===== src/logic/wdt_pkg.sv =====
// Package with register map, field layout, reset values and timing figures of the watchdog.
package wdt_pkg;

    ////////////////////////////////////////////////////////////////////////////////
    // Bus geometry.
    localparam int ADDR_W = 8;                       // APB address width in bits.
    localparam int DATA_W = 32;                      // APB data width in bits.

    ////////////////////////////////////////////////////////////////////////////////
    // Register byte offsets, one aligned word each.
    localparam logic [7:0] OFF_CTRL   = 8'h00;       // Watchdog control register.
    localparam logic [7:0] OFF_STATUS = 8'h04;       // Sticky event flags, write one to clear.
    localparam logic [7:0] OFF_MASK   = 8'h08;       // Interrupt mask, same layout as status.
    localparam logic [7:0] OFF_LEVEL  = 8'h0C;       // Safety level of the device.
    localparam logic [7:0] OFF_COUNT  = 8'h10;       // Read-only view of the period counter.

    ////////////////////////////////////////////////////////////////////////////////
    // Control register fields.
    localparam int CTRL_W     = 8;                   // Width of the control register.
    localparam int BIT_UNLOCK = 4;                   // Change-unlock bit.
    localparam int BIT_ON     = 3;                   // Watchdog enable bit.
    localparam int SEL_LSB    = 0;                   // Lowest bit of the period select.
    localparam int SEL_W      = 3;                   // Width of the period select.
    localparam logic [2:0] RESV_VALUE = 3'h0;        // Bits seven to five always read zero.
    localparam logic       ON_RESET   = 1'b0;        // Enable bit after reset.
    localparam logic [2:0] SEL_RESET  = 3'h0;        // Period select after reset.

    ////////////////////////////////////////////////////////////////////////////////
    // Status and mask fields.
    localparam int STAT_W       = 2;                 // Number of event flags.
    localparam int STAT_TIMEOUT = 0;                 // Period expired, reset was asserted.
    localparam int STAT_REFUSED = 1;                 // A locked change was refused.
    localparam logic [1:0] STAT_RESET = 2'h0;        // Status flags after reset.
    localparam logic [1:0] MASK_RESET = 2'h0;        // Mask after reset, all events masked.

    ////////////////////////////////////////////////////////////////////////////////
    // Safety level field.
    localparam int LEVEL_W = 2;                      // Width of the safety level field.
    localparam logic [1:0] LEVEL_RESET = 2'h0;       // Safety level after reset.
    localparam logic [1:0] LEVEL_ONE   = 2'h1;       // Safety level 1.
    localparam logic [1:0] LEVEL_TWO   = 2'h2;       // Safety level 2.

    ////////////////////////////////////////////////////////////////////////////////
    // Timing.
    localparam int UNLOCK_CYC     = 4;               // Clock cycles the unlock bit stays set.
    localparam int PCLK_PERIOD_NS = 100;             // System clock period, 10 MHz.
    localparam int OSC_PERIOD_NS  = 1000;            // Watchdog oscillator period, 1 MHz.
    localparam int PCLK_PER_OSC   = OSC_PERIOD_NS / PCLK_PERIOD_NS;
    localparam int SYNC_MIN_HALF  = 3;               // Least pclk cycles per oscillator half wave.
    localparam int BASE_OSC_CYC   = 16384;           // Oscillator cycles for period select 000.
    localparam int CNT_W          = 21;              // Counter width, holds the longest period.

endpackage


===== src/logic/wdt_unit.sv =====
// Watchdog timer with APB register access, unlock window and interrupt.
`timescale 1ns/100ps
`default_nettype none

module wdt_unit #(
    parameter int unsigned BASE_OSC_CYC = wdt_pkg::BASE_OSC_CYC,  // Period for select 000.
    parameter int unsigned CNT_W        = wdt_pkg::CNT_W          // Period counter width.
) (
    input  wire logic        pclk,                   // System clock, 10 MHz.
    input  wire logic        presetn,                // Asynchronous reset, active low.
    input  wire logic        psel,                   // APB select.
    input  wire logic        penable,                // APB access phase.
    input  wire logic        pwrite,                 // APB direction, high for write.
    input  wire logic [7:0]  paddr,                  // APB byte address.
    input  wire logic [31:0] pwdata,                 // APB write data.
    output var  logic [31:0] prdata,                 // APB read data.
    output var  logic        pready,                 // APB ready.
    output var  logic        pslverr,                // APB error for unmapped address.
    input  wire logic        osc_clk_in,             // Watchdog oscillator pin.
    input  wire logic        kick_instruction,       // Restart pulse from the processor core.
    output var  logic        wdt_reset,              // One-cycle system reset request.
    output var  logic        irq                     // Level interrupt.
);

    ////////////////////////////////////////////////////////////////////////////////
    // Elaboration checks.

    // The base period must be a power of two of at least two, and the counter
    // must hold the longest period less one.
    if ((BASE_OSC_CYC < 2) || ((BASE_OSC_CYC & (BASE_OSC_CYC - 1)) != 0)) begin : g_bad_base
        $error("wdt_unit: base period must be a power of two");
    end
    if (CNT_W < $clog2(BASE_OSC_CYC) + 7 || CNT_W > 31) begin : g_bad_cnt
        $error("wdt_unit: counter width does not fit the longest period");
    end
    // The synchroniser needs three pclk samples per oscillator half wave.
    if (wdt_pkg::PCLK_PER_OSC / 2 < wdt_pkg::SYNC_MIN_HALF) begin : g_bad_rate
        $error("wdt_unit: system clock too slow for the oscillator");
    end

    ////////////////////////////////////////////////////////////////////////////////
    // State.

    // Every register of the block, apart from those of the oscillator synchroniser, sits in this one struct.
    typedef struct packed {
        logic                             unlock;    // Change-unlock bit.
        logic [2:0]                       ucnt;      // Cycles left in the unlock window.
        logic                             dog_on;    // Watchdog enable bit.
        logic [wdt_pkg::SEL_W-1:0]        sel;       // Period select.
        logic [wdt_pkg::LEVEL_W-1:0]      level;     // Safety level.
        logic [wdt_pkg::STAT_W-1:0]       status;    // Sticky event flags.
        logic [wdt_pkg::STAT_W-1:0]       mask;      // Interrupt mask.
        logic [CNT_W-1:0]                 cnt;       // Oscillator cycles in this period.
        logic [31:0]                      prdata;    // Registered read data.
        logic                             pready;    // Registered ready.
        logic                             pslverr;   // Registered error.
        logic                             wdt_reset; // Registered reset request.
        logic                             irq;       // Registered interrupt.
    } wdt_state_t;

    wdt_state_t st;                                  // Present state.
    wdt_state_t next_st;                             // Next state.

    logic osc_tick;                                  // One pulse per oscillator rise.
    logic wr_commit;                                 // A write takes effect this edge.

    ////////////////////////////////////////////////////////////////////////////////
    // Functions.

    // True for every offset that holds a register.
    function automatic logic is_mapped(input logic [7:0] addr);
        is_mapped = (addr == wdt_pkg::OFF_CTRL)   ||
                    (addr == wdt_pkg::OFF_STATUS) ||
                    (addr == wdt_pkg::OFF_MASK)   ||
                    (addr == wdt_pkg::OFF_LEVEL)  ||
                    (addr == wdt_pkg::OFF_COUNT);
    endfunction

    // Control register as software sees it.
    function automatic logic [31:0] ctrl_word(input wdt_state_t s);
        ctrl_word = {24'h000000, wdt_pkg::RESV_VALUE,
                     s.unlock, s.dog_on, s.sel};
    endfunction

    // Read multiplexer; unmapped offsets read zero.
    function automatic logic [31:0] read_word(input logic [7:0] addr, input wdt_state_t s);
        case (addr)
            wdt_pkg::OFF_CTRL:   read_word = ctrl_word(s);
            wdt_pkg::OFF_STATUS: read_word = {30'h00000000, s.status};
            wdt_pkg::OFF_MASK:   read_word = {30'h00000000, s.mask};
            wdt_pkg::OFF_LEVEL:  read_word = {30'h00000000, s.level};
            wdt_pkg::OFF_COUNT:  read_word = {{(32 - CNT_W){1'b0}}, s.cnt};
            default:             read_word = 32'h00000000;
        endcase
    endfunction

    // Last count of a period: the base doubled once per select step, less one.
    function automatic logic [31:0] period_last(input logic [wdt_pkg::SEL_W-1:0] code);
        period_last = (32'(BASE_OSC_CYC) << code) - 32'h00000001;
    endfunction

    // Safety levels 1 and 2 lock the period select.
    function automatic logic sel_locked(input logic [wdt_pkg::LEVEL_W-1:0] lvl);
        sel_locked = (lvl == wdt_pkg::LEVEL_ONE) || (lvl == wdt_pkg::LEVEL_TWO);
    endfunction

    ////////////////////////////////////////////////////////////////////////////////
    // Oscillator input.

    // The oscillator is not related to pclk, so it is synchronised and each of
    // its rising edges becomes one pclk pulse. Counting stays in the pclk domain,
    // which keeps the register file free of any crossing.
    wdt_osc_sync u_osc_sync (
        .pclk     (pclk),
        .presetn  (presetn),
        .async_in (osc_clk_in),
        .tick     (osc_tick)
    );

    // A write is committed at the edge where the master sees pready high.
    assign wr_commit = psel & penable & pwrite & st.pready;

    ////////////////////////////////////////////////////////////////////////////////
    // Next-state logic.

    always_comb begin
        next_st           = st;
        next_st.pready    = 1'b0;
        next_st.pslverr   = 1'b0;
        next_st.wdt_reset = 1'b0;

        // Unlock window: the bit drops at the fourth edge after the write
        // that set it, unless a later write renews it.
        if (st.ucnt != 3'h0) begin
            next_st.ucnt = st.ucnt - 3'h1;
            if (st.ucnt == 3'h1) begin
                next_st.unlock = 1'b0;
            end
        end

        // APB: ready one cycle into the access phase; read data and error
        // are captured with it so they are stable while ready is high.
        if (psel && penable && !st.pready) begin
            next_st.pready  = 1'b1;
            next_st.pslverr = ~is_mapped(paddr);
            next_st.prdata  = pwrite ? 32'h00000000 : read_word(paddr, st);
        end

        // Register writes. Unmapped offsets are ignored apart from the error.
        if (wr_commit) begin
            case (paddr)
                wdt_pkg::OFF_CTRL: begin
                    // Enable: setting always works; clearing needs the
                    // unlock bit as it stood before this write.
                    if (pwdata[wdt_pkg::BIT_ON]) begin
                        next_st.dog_on = 1'b1;
                    end else if (st.unlock) begin
                        next_st.dog_on = 1'b0;
                    end else if (st.dog_on) begin
                        next_st.status[wdt_pkg::STAT_REFUSED] = 1'b1;
                    end
                    // Period select: locked at safety levels 1 and 2.
                    if (!sel_locked(st.level) || st.unlock) begin
                        next_st.sel = pwdata[wdt_pkg::SEL_LSB +: wdt_pkg::SEL_W];
                    end else if (pwdata[wdt_pkg::SEL_LSB +: wdt_pkg::SEL_W] != st.sel) begin
                        next_st.status[wdt_pkg::STAT_REFUSED] = 1'b1;
                    end
                    // Writing the unlock bit opens a fresh four-cycle window.
                    if (pwdata[wdt_pkg::BIT_UNLOCK]) begin
                        next_st.unlock = 1'b1;
                        next_st.ucnt   = 3'(wdt_pkg::UNLOCK_CYC);
                    end
                end
                wdt_pkg::OFF_STATUS: begin
                    // Write one to clear; events below are applied after
                    // this, so an event in the same cycle wins.
                    next_st.status = st.status & ~pwdata[wdt_pkg::STAT_W-1:0];
                    if (st.status[wdt_pkg::STAT_REFUSED]) begin
                        next_st.status[wdt_pkg::STAT_REFUSED] =
                            ~pwdata[wdt_pkg::STAT_REFUSED];
                    end
                end
                wdt_pkg::OFF_MASK: begin
                    next_st.mask = pwdata[wdt_pkg::STAT_W-1:0];
                end
                wdt_pkg::OFF_LEVEL: begin
                    next_st.level = pwdata[wdt_pkg::LEVEL_W-1:0];
                end
                default: begin
                    // Read-only or unmapped: nothing changes.
                end
            endcase
        end

        // Period counter. A kick has priority over an oscillator tick in the
        // same cycle. The counter is frozen, not cleared, while disabled, so
        // software must kick before enabling to get a full first period.
        if (kick_instruction) begin
            next_st.cnt = '0;
        end else if (st.dog_on && osc_tick) begin
            if (32'(st.cnt) == period_last(st.sel)) begin
                next_st.cnt       = '0;
                next_st.wdt_reset = 1'b1;
                next_st.status[wdt_pkg::STAT_TIMEOUT] = 1'b1;
            end else begin
                next_st.cnt = st.cnt + CNT_W'(1);
            end
        end

        // Interrupt follows the flags and mask that are about to be stored.
        next_st.irq = |(next_st.status & next_st.mask);
    end

    ////////////////////////////////////////////////////////////////////////////////
    // State register.

    // Reset loads constants only; the watchdog starts disabled.
    always_ff @(posedge pclk or negedge presetn) begin
        if (!presetn) begin
            st        <= '0;
            st.dog_on <= wdt_pkg::ON_RESET;
            st.sel    <= wdt_pkg::SEL_RESET;
            st.level  <= wdt_pkg::LEVEL_RESET;
            st.status <= wdt_pkg::STAT_RESET;
            st.mask   <= wdt_pkg::MASK_RESET;
        end else begin
            st <= next_st;
        end
    end

    ////////////////////////////////////////////////////////////////////////////////
    // Outputs, all straight from the state register.

    assign prdata    = st.prdata;
    assign pready    = st.pready;
    assign pslverr   = st.pslverr;
    assign wdt_reset = st.wdt_reset;
    assign irq       = st.irq;

endmodule // wdt_unit

`default_nettype wire


===== src/logic/wdt_osc_sync.sv =====
// Synchroniser and rising edge detector for the watchdog oscillator pin.
`timescale 1ns/100ps
`default_nettype none

module wdt_osc_sync (
    input  wire logic pclk,                          // System clock.
    input  wire logic presetn,                       // Asynchronous reset, active low.
    input  wire logic async_in,                      // Raw oscillator pin.
    output var  logic tick                           // One-cycle pulse per oscillator rise.
);

    ////////////////////////////////////////////////////////////////////////////////
    // All state lives in one packed struct.
    typedef struct packed {
        logic s1;                                    // First stage, read only by s2.
        logic s2;                                    // Second stage.
        logic s3;                                    // Third stage.
        logic level;                                 // Accepted level of the pin.
        logic tick;                                  // Registered rise pulse.
    } wdt_sync_t;

    wdt_sync_t st;                                   // Present state.
    wdt_sync_t next_st;                              // Next state.

    ////////////////////////////////////////////////////////////////////////////////
    // A change is accepted only once stages two and three agree, which filters
    // a single metastable sample at the cost of one extra cycle of latency.
    always_comb begin
        next_st       = st;
        next_st.s1    = async_in;
        next_st.s2    = st.s1;
        next_st.s3    = st.s2;
        next_st.tick  = 1'b0;
        if (st.s2 == st.s3) begin
            next_st.level = st.s2;
            next_st.tick  = st.s2 & ~st.level;      // Rise of the accepted level.
        end
    end

    // Register the state; reset loads constants only.
    always_ff @(posedge pclk or negedge presetn) begin
        if (!presetn) begin
            st <= '0;
        end else begin
            st <= next_st;
        end
    end

    assign tick = st.tick;

endmodule // wdt_osc_sync

`default_nettype wire


===== config.mk =====
export PLATFORM = sky130hd
export DESIGN_NAME = wdt_unit
export DESIGN_NICKNAME = d
export VERILOG_FILES = /design/src/logic/wdt_pkg.sv /design/src/logic/wdt_unit.sv /design/src/logic/wdt_osc_sync.sv
export SDC_FILE = /design/constraint.sdc
export NUM_CORES = 1
export LEC_CHECK = 0
export BUFFER_PORTS_ARGS = -buffer_cell sky130_fd_sc_hd__buf_2
export CAP_MARGIN = 40
export CORE_ASPECT_RATIO = 1.75
export CORE_MARGIN = 2
export CORE_UTILIZATION = 41
export CTS_CLUSTER_DIAMETER = 120
export CTS_CLUSTER_SIZE = 24
export DETAILED_ROUTE_END_ITERATION = 10
export PLACE_DENSITY = 0.63
export SYNTH_ARGS = -nofsm -noshare
export SYNTH_HDL_FRONTEND = slang
export SYNTH_SLANG_ARGS = --single-unit

===== constraint.sdc =====
create_clock -name pclk -period 3.6 [get_ports pclk]
set_input_delay 0.36 -clock pclk [delete_from_list [all_inputs] [get_ports pclk]]
set_output_delay 0.36 -clock pclk [all_outputs]
set_load 0.005 [all_outputs]

* After elaboration in Yosys (flattened, before gate mapping) *
Cells that the tools add are included.

storage, ports and cells
  bits in registers = 76
  output and inout port bits = 36
  word-level logic and storage cells = 92
  input port bits = 47

operators by class
  add/subtract/negate cells = 3
  reductions and logical operators = 19
  bitwise gates (word level) = 10
  shift-type cells = 1
  equality and inequality tests = 10
  mux-type cells = 31

operator list
  operator                 count
  $pmux W21 S5             1
  $mux W21                 4
  $eq A21 B32 Y1           1
  $shl A15 B3 Y32 const A  1
  $sub A32 B1 Y32 const B  1
  $add A21 B1 Y21 const B  1
  $mux W1                  17
  $eq A8 B4 Y1 const B     2
  $mux W14                 1
  $eq A8 B3 Y1 const B     1
  $eq A8 B5 Y1 const B     1
  $logic_not A8 Y1         1
  $mux W4                  2
  $mux W8                  1
  $logic_or A1 B1 Y1       6
  $mux W2                  3
  $reduce_and A3 Y1        2
  $and A1 B1 Y1            4
  $and A2 B2 Y2            2
  $reduce_bool A2 Y1       2
  $eq A3 B1 Y1 const B     1
  $logic_and A1 B1 Y1      3
  $mux W3                  1
  $ne A3 B3 Y1             1
  11 further kinds         14

* Logic depth before layout (Yosys ltp) *
  depth after elaboration = 12
  mapped depth = 11
  gate-level depth less buffers = 9

* Cells and area by module *
A second synthesis with hierarchy kept.

second synthesis, totals
  cell total of the unflattened synthesis = 366
  area total of the unflattened synthesis = 3564.7 µm²

modules (own cells, without submodules)
  module        cells each  instances  sequential area each (µm²)  area each (µm²)
  wdt_unit      359         1          1501.4                      3418.3
  wdt_osc_sync  7           1          125.1                       146.4

* Worst setup path before layout *
OpenSTA, ideal clock, no wires.

  path type = register to register
  from = reg st[65] (netlist bit)
  to = reg st[41] (netlist bit)
  library setup time = 0.126 ns
  arrival = 2.383 ns
  buffers on the path = 2
  clock period less this slack = 2.509 ns
  setup slack = 1.091 ns
  required time = 3.474 ns
  stages on the path, launching flop included = 12
  cells stage by stage = dfrtp_1 > clkbuf_8 > nand3_1 > inv_1 > ha_1 > nand4b_1 > or3_1 > a2111o_1 > o31ai_2 > buf_4 > nor2_1 > a221o_1

on the way
  longest elaborated chain between the ends = 6

RTL lines
  element                 RTL line         text
  from (decl)             wdt_unit.sv:61   wdt_state_t st;
  from (signal assigned)  wdt_unit.sv:227  st <= next_st;
  $shl A15 B3 Y32         wdt_unit.sv:99   period_last = (32'(BASE_OSC_CYC) << code) - 32'h00000001;
  $sub A32 B1 Y32         wdt_unit.sv:99
  $eq A21 B32 Y1          wdt_unit.sv:201  if (32'(st.cnt) == period_last(st.sel)) begin
  $mux W21                wdt_unit.sv:201
  $mux W21                wdt_unit.sv:200  end else if (st.dog_on && osc_tick) begin
  $mux W21                wdt_unit.sv:198  if (kick_instruction) begin

No other way between the ends. The select of a mux whose other input is x is not followed.
A chain may end at the register's enable or synchronous reset.

* Worst setup path in the final report *
  from = reg st[63] (netlist bit)
  to = reg st[41] (netlist bit)

The elaborated chain is that of the path after synthesis.

==> flow_summary.json <==
{
  "status": "completed",
  "synth.distinct_cells": 60,
  "leakage_nw": 1.85,
  "synth_flop_cell": "dfrtp_1",
  "synth_edf_count": 0,
  "power.density_nw_per_um2": 448,
  "pin_count": 83,
  "avgSynthCellArea_um2": 10.0,
  "ys_seq_elements": 65,
  "fmaxAchievable_mhz": 359,
  "synth_top_area_share": 0.456,
  "grt_pass1_wl_mm": 12.9,
  "synth_area_um2": 3570,
  "setup_violations": 0,
  "drtIter0Drc": 139,
  "fin_worst_skew_ns": 0.00836,
  "die-width_um": 74.5,
  "fin_nets": 433,
  "placementRows": 45,
  "drc": 0,
  "drtAntennaViolNets": 0,
  "grt_pass1_vias": 2652,
  "core_um2": 8560,
  "critPathLaunchType": "register",
  "cap_violations": 0,
  "io_buffers": 44,
  "rsz0062_at_grt": "false",
  "numCtsBuffers": 9,
  "grt_antenna_before_repair": 0,
  "grt_max_degree": 35,
  "drv_slew": 0,
  "vias_per_cell": 5.36,
  "area_delta_synth_final_pct": 11.1,
  "htree_levels": 3,
  "drt-total-wl_mm": 7.79,
  "yosysMostFrequentCell": "dfrtp_1",
  "slew_headroom": 0.505,
  "tns_ns": 0,
  "hold_path.class": "primary input to asynchronous set/reset pin",
  "initial_core_util": 0.417,
  "post-route-min-period_ns": 2.78,
  "synth.area.top_cells": "dfrtp_1, buf_4, a22o_1",
  "crit_type": "register to register",
  "cts.sinks": 65,
  "post-dp-hpwl_mm": 5.72,
  "worst_slew_pin_slew_ns": 0.742,
  "fin_crit_sh": 0.773,
  "drtPass1Iterations": 4,
  "cts.clk_slew.worst_paths_ns": 0.05,
  "clk_latency_ns": 0.33,
  "hold_buffers": 0,
  "cts_resized": 0,
  "cts_tree": "done",
  "crit_fanout": 11,
  "synthArstFlopShare": 1.00,
  "arrival_ns": 2.99,
  "postCtsSetupRepairBufs": 0,
  "yosys_warnings": 0,
  "syn_inst": 355,
  "fp.dieArea_um2": 9490,
  "ir_drop_mv": 0.313,
  "ys_top_cells_by_count": "dfrtp_1, buf_4, nand2_1",
  "wl_per_cell_um": 15.5,
  "die_h_um": 127,
  "grt-ovfl-total": 0,
  "n_antenna_cell": 0,
  "ys_seq_area_frac": 0.456,
  "hold_violations": 0,
  "worstSetupEndpointType": "register",
  "clock_path_buffers": 2,
  "vias": 2694,
  "post-route-util": 0.463,
  "synth_area_leader_cell": "dfrtp_1",
  "final_layout_size_suffix_gt1_frac": 0.212,
  "cp_data_required_time_ns": 3.81,
  "ctsRootBufferMaster": "clkbuf_16",
  "gr-usage-all-layers": 0.180,
  "gp_congestion": 0.854
}
==> power breakdown <==
group / total, mW / internal (mW) / switching [mW]
sequential: 0.771 / 0.755 / 0.0153
clock: 0.848 / 0.552 / 0.296
combinational: 0.157 / 0.0601 / 0.0973
==> final timing paths <==
| check | from | endpoint | slack (ns) | cells past startpoint |
|---|---|---|---|---|
| max in group asynchronous | presetn | wdt_reset | 2.60 | 2 |
| min | presetn | prdata[7] | 0.1 | 1 |
| min in group pclk | osc_clk_in | u_osc_sync.next_st[3] | 0.14 | 1 |
| max | st[63] | st[41] | 0.82 | 9 |
| max reg2reg | st[63] | st[41] | 0.82 | 9 |
| min reg2reg | u_osc_sync.next_st[3] | u_osc_sync.next_st[2] | 0.35 | 0 |
==> area by class of cell <==
cell class | instances | area, µm²
fill | 850 | 4600
sequential | 65 | 1630
multi-input combinational | 240 | 1570
timing repair buffer | 51 | 273
clock buffer | 13 | 250
tap | 117 | 146
inverter | 14 | 52.6
clock inverter | 3 | 40.0
==> cell usage in the layout, fill, tap and decap left out, types with 4 or more instances in the layout <==
master / synthesis / routed
and4_1: 4 / 4
inv_1: 14 / 14
nand2_1: 31 / 31
or3_1: 6 / 6
o21ai_0: 16 / 16
and3_1: 4 / 4
ha_1: 5 / 5
buf_2: 3 / 44
mux2_2: 4 / 4
xor2_1: 5 / 5
nand3_1: 22 / 22
a21oi_1: 12 / 12
dfrtp_1: 65 / 65
o311ai_0: 4 / 4
a22o_1: 19 / 19
nor2_1: 16 / 16
nand4_1: 5 / 5
conb_1: 1 / 11
buf_4: 33 / 7
xnor2_1: 4 / 4
nor3_1: 12 / 12
clkbuf_16: 0 / 9
mux2i_1: 7 / 7
==> stage by stage <==
step	setup WS, ns	hold slack (ns)	total power [mW]	cells	instance area [µm²]
after floorplan	1.09	0.0644	0.891	365	3600
after global placement	0.843	0.335	0.933	487	3670
after detailed placement	0.847	0.337	0.941	487	3670
after CTS	0.828	0.120	1.80	503	3960
after global routing	0.688	0.134	1.86	503	3960
final	0.817	0.0952	1.78	503	3960
==> flip-flops by register name, summed over array words and instances, names as in the netlist <==
name / cells
irq: 1
prdata: 21
pready: 1
pslverr: 1
st: 35
u_osc_sync.next_st: 2
u_osc_sync.st: 2
u_osc_sync.tick: 1
wdt_reset: 1
==> metal layers <==
| layer | share of wire | global-route usage |
|---|---|---|
| met1 | 0.39 | 0.200 |
| met2 | 0.55 | 0.312 |
| met3 | 0.036 | 0.0386 |
| met4 | 0.025 | 0.0935 |
| met5 | 0 | 0 |
==> critical path: stages (launching register included) <==
cell,delay (ns)
dfrtp_1,0.53
nand3_1,0.19
ha_1,0.34
nand4b_1,0.07
or3_1,0.33
a2111o_1,0.33
o31ai_2,0.30
buf_4,0.24
nor2_1,0.06
a221o_1,0.26
==> cells by family after synthesis <==
group,Yosys count,share of synthesized area
AOI/OAI and AO/OA,73,0.148
xor gates and xnor gates,9,0.0221
adders and majority gates,6,0.0204
buffers and inverters,60,0.113
DFF,65,0.456
muxes,14,0.0449
other,1,0.00105
and+or+nand+nor,127,0.194
Note: power is estimated with default switching activity, not from simulation.
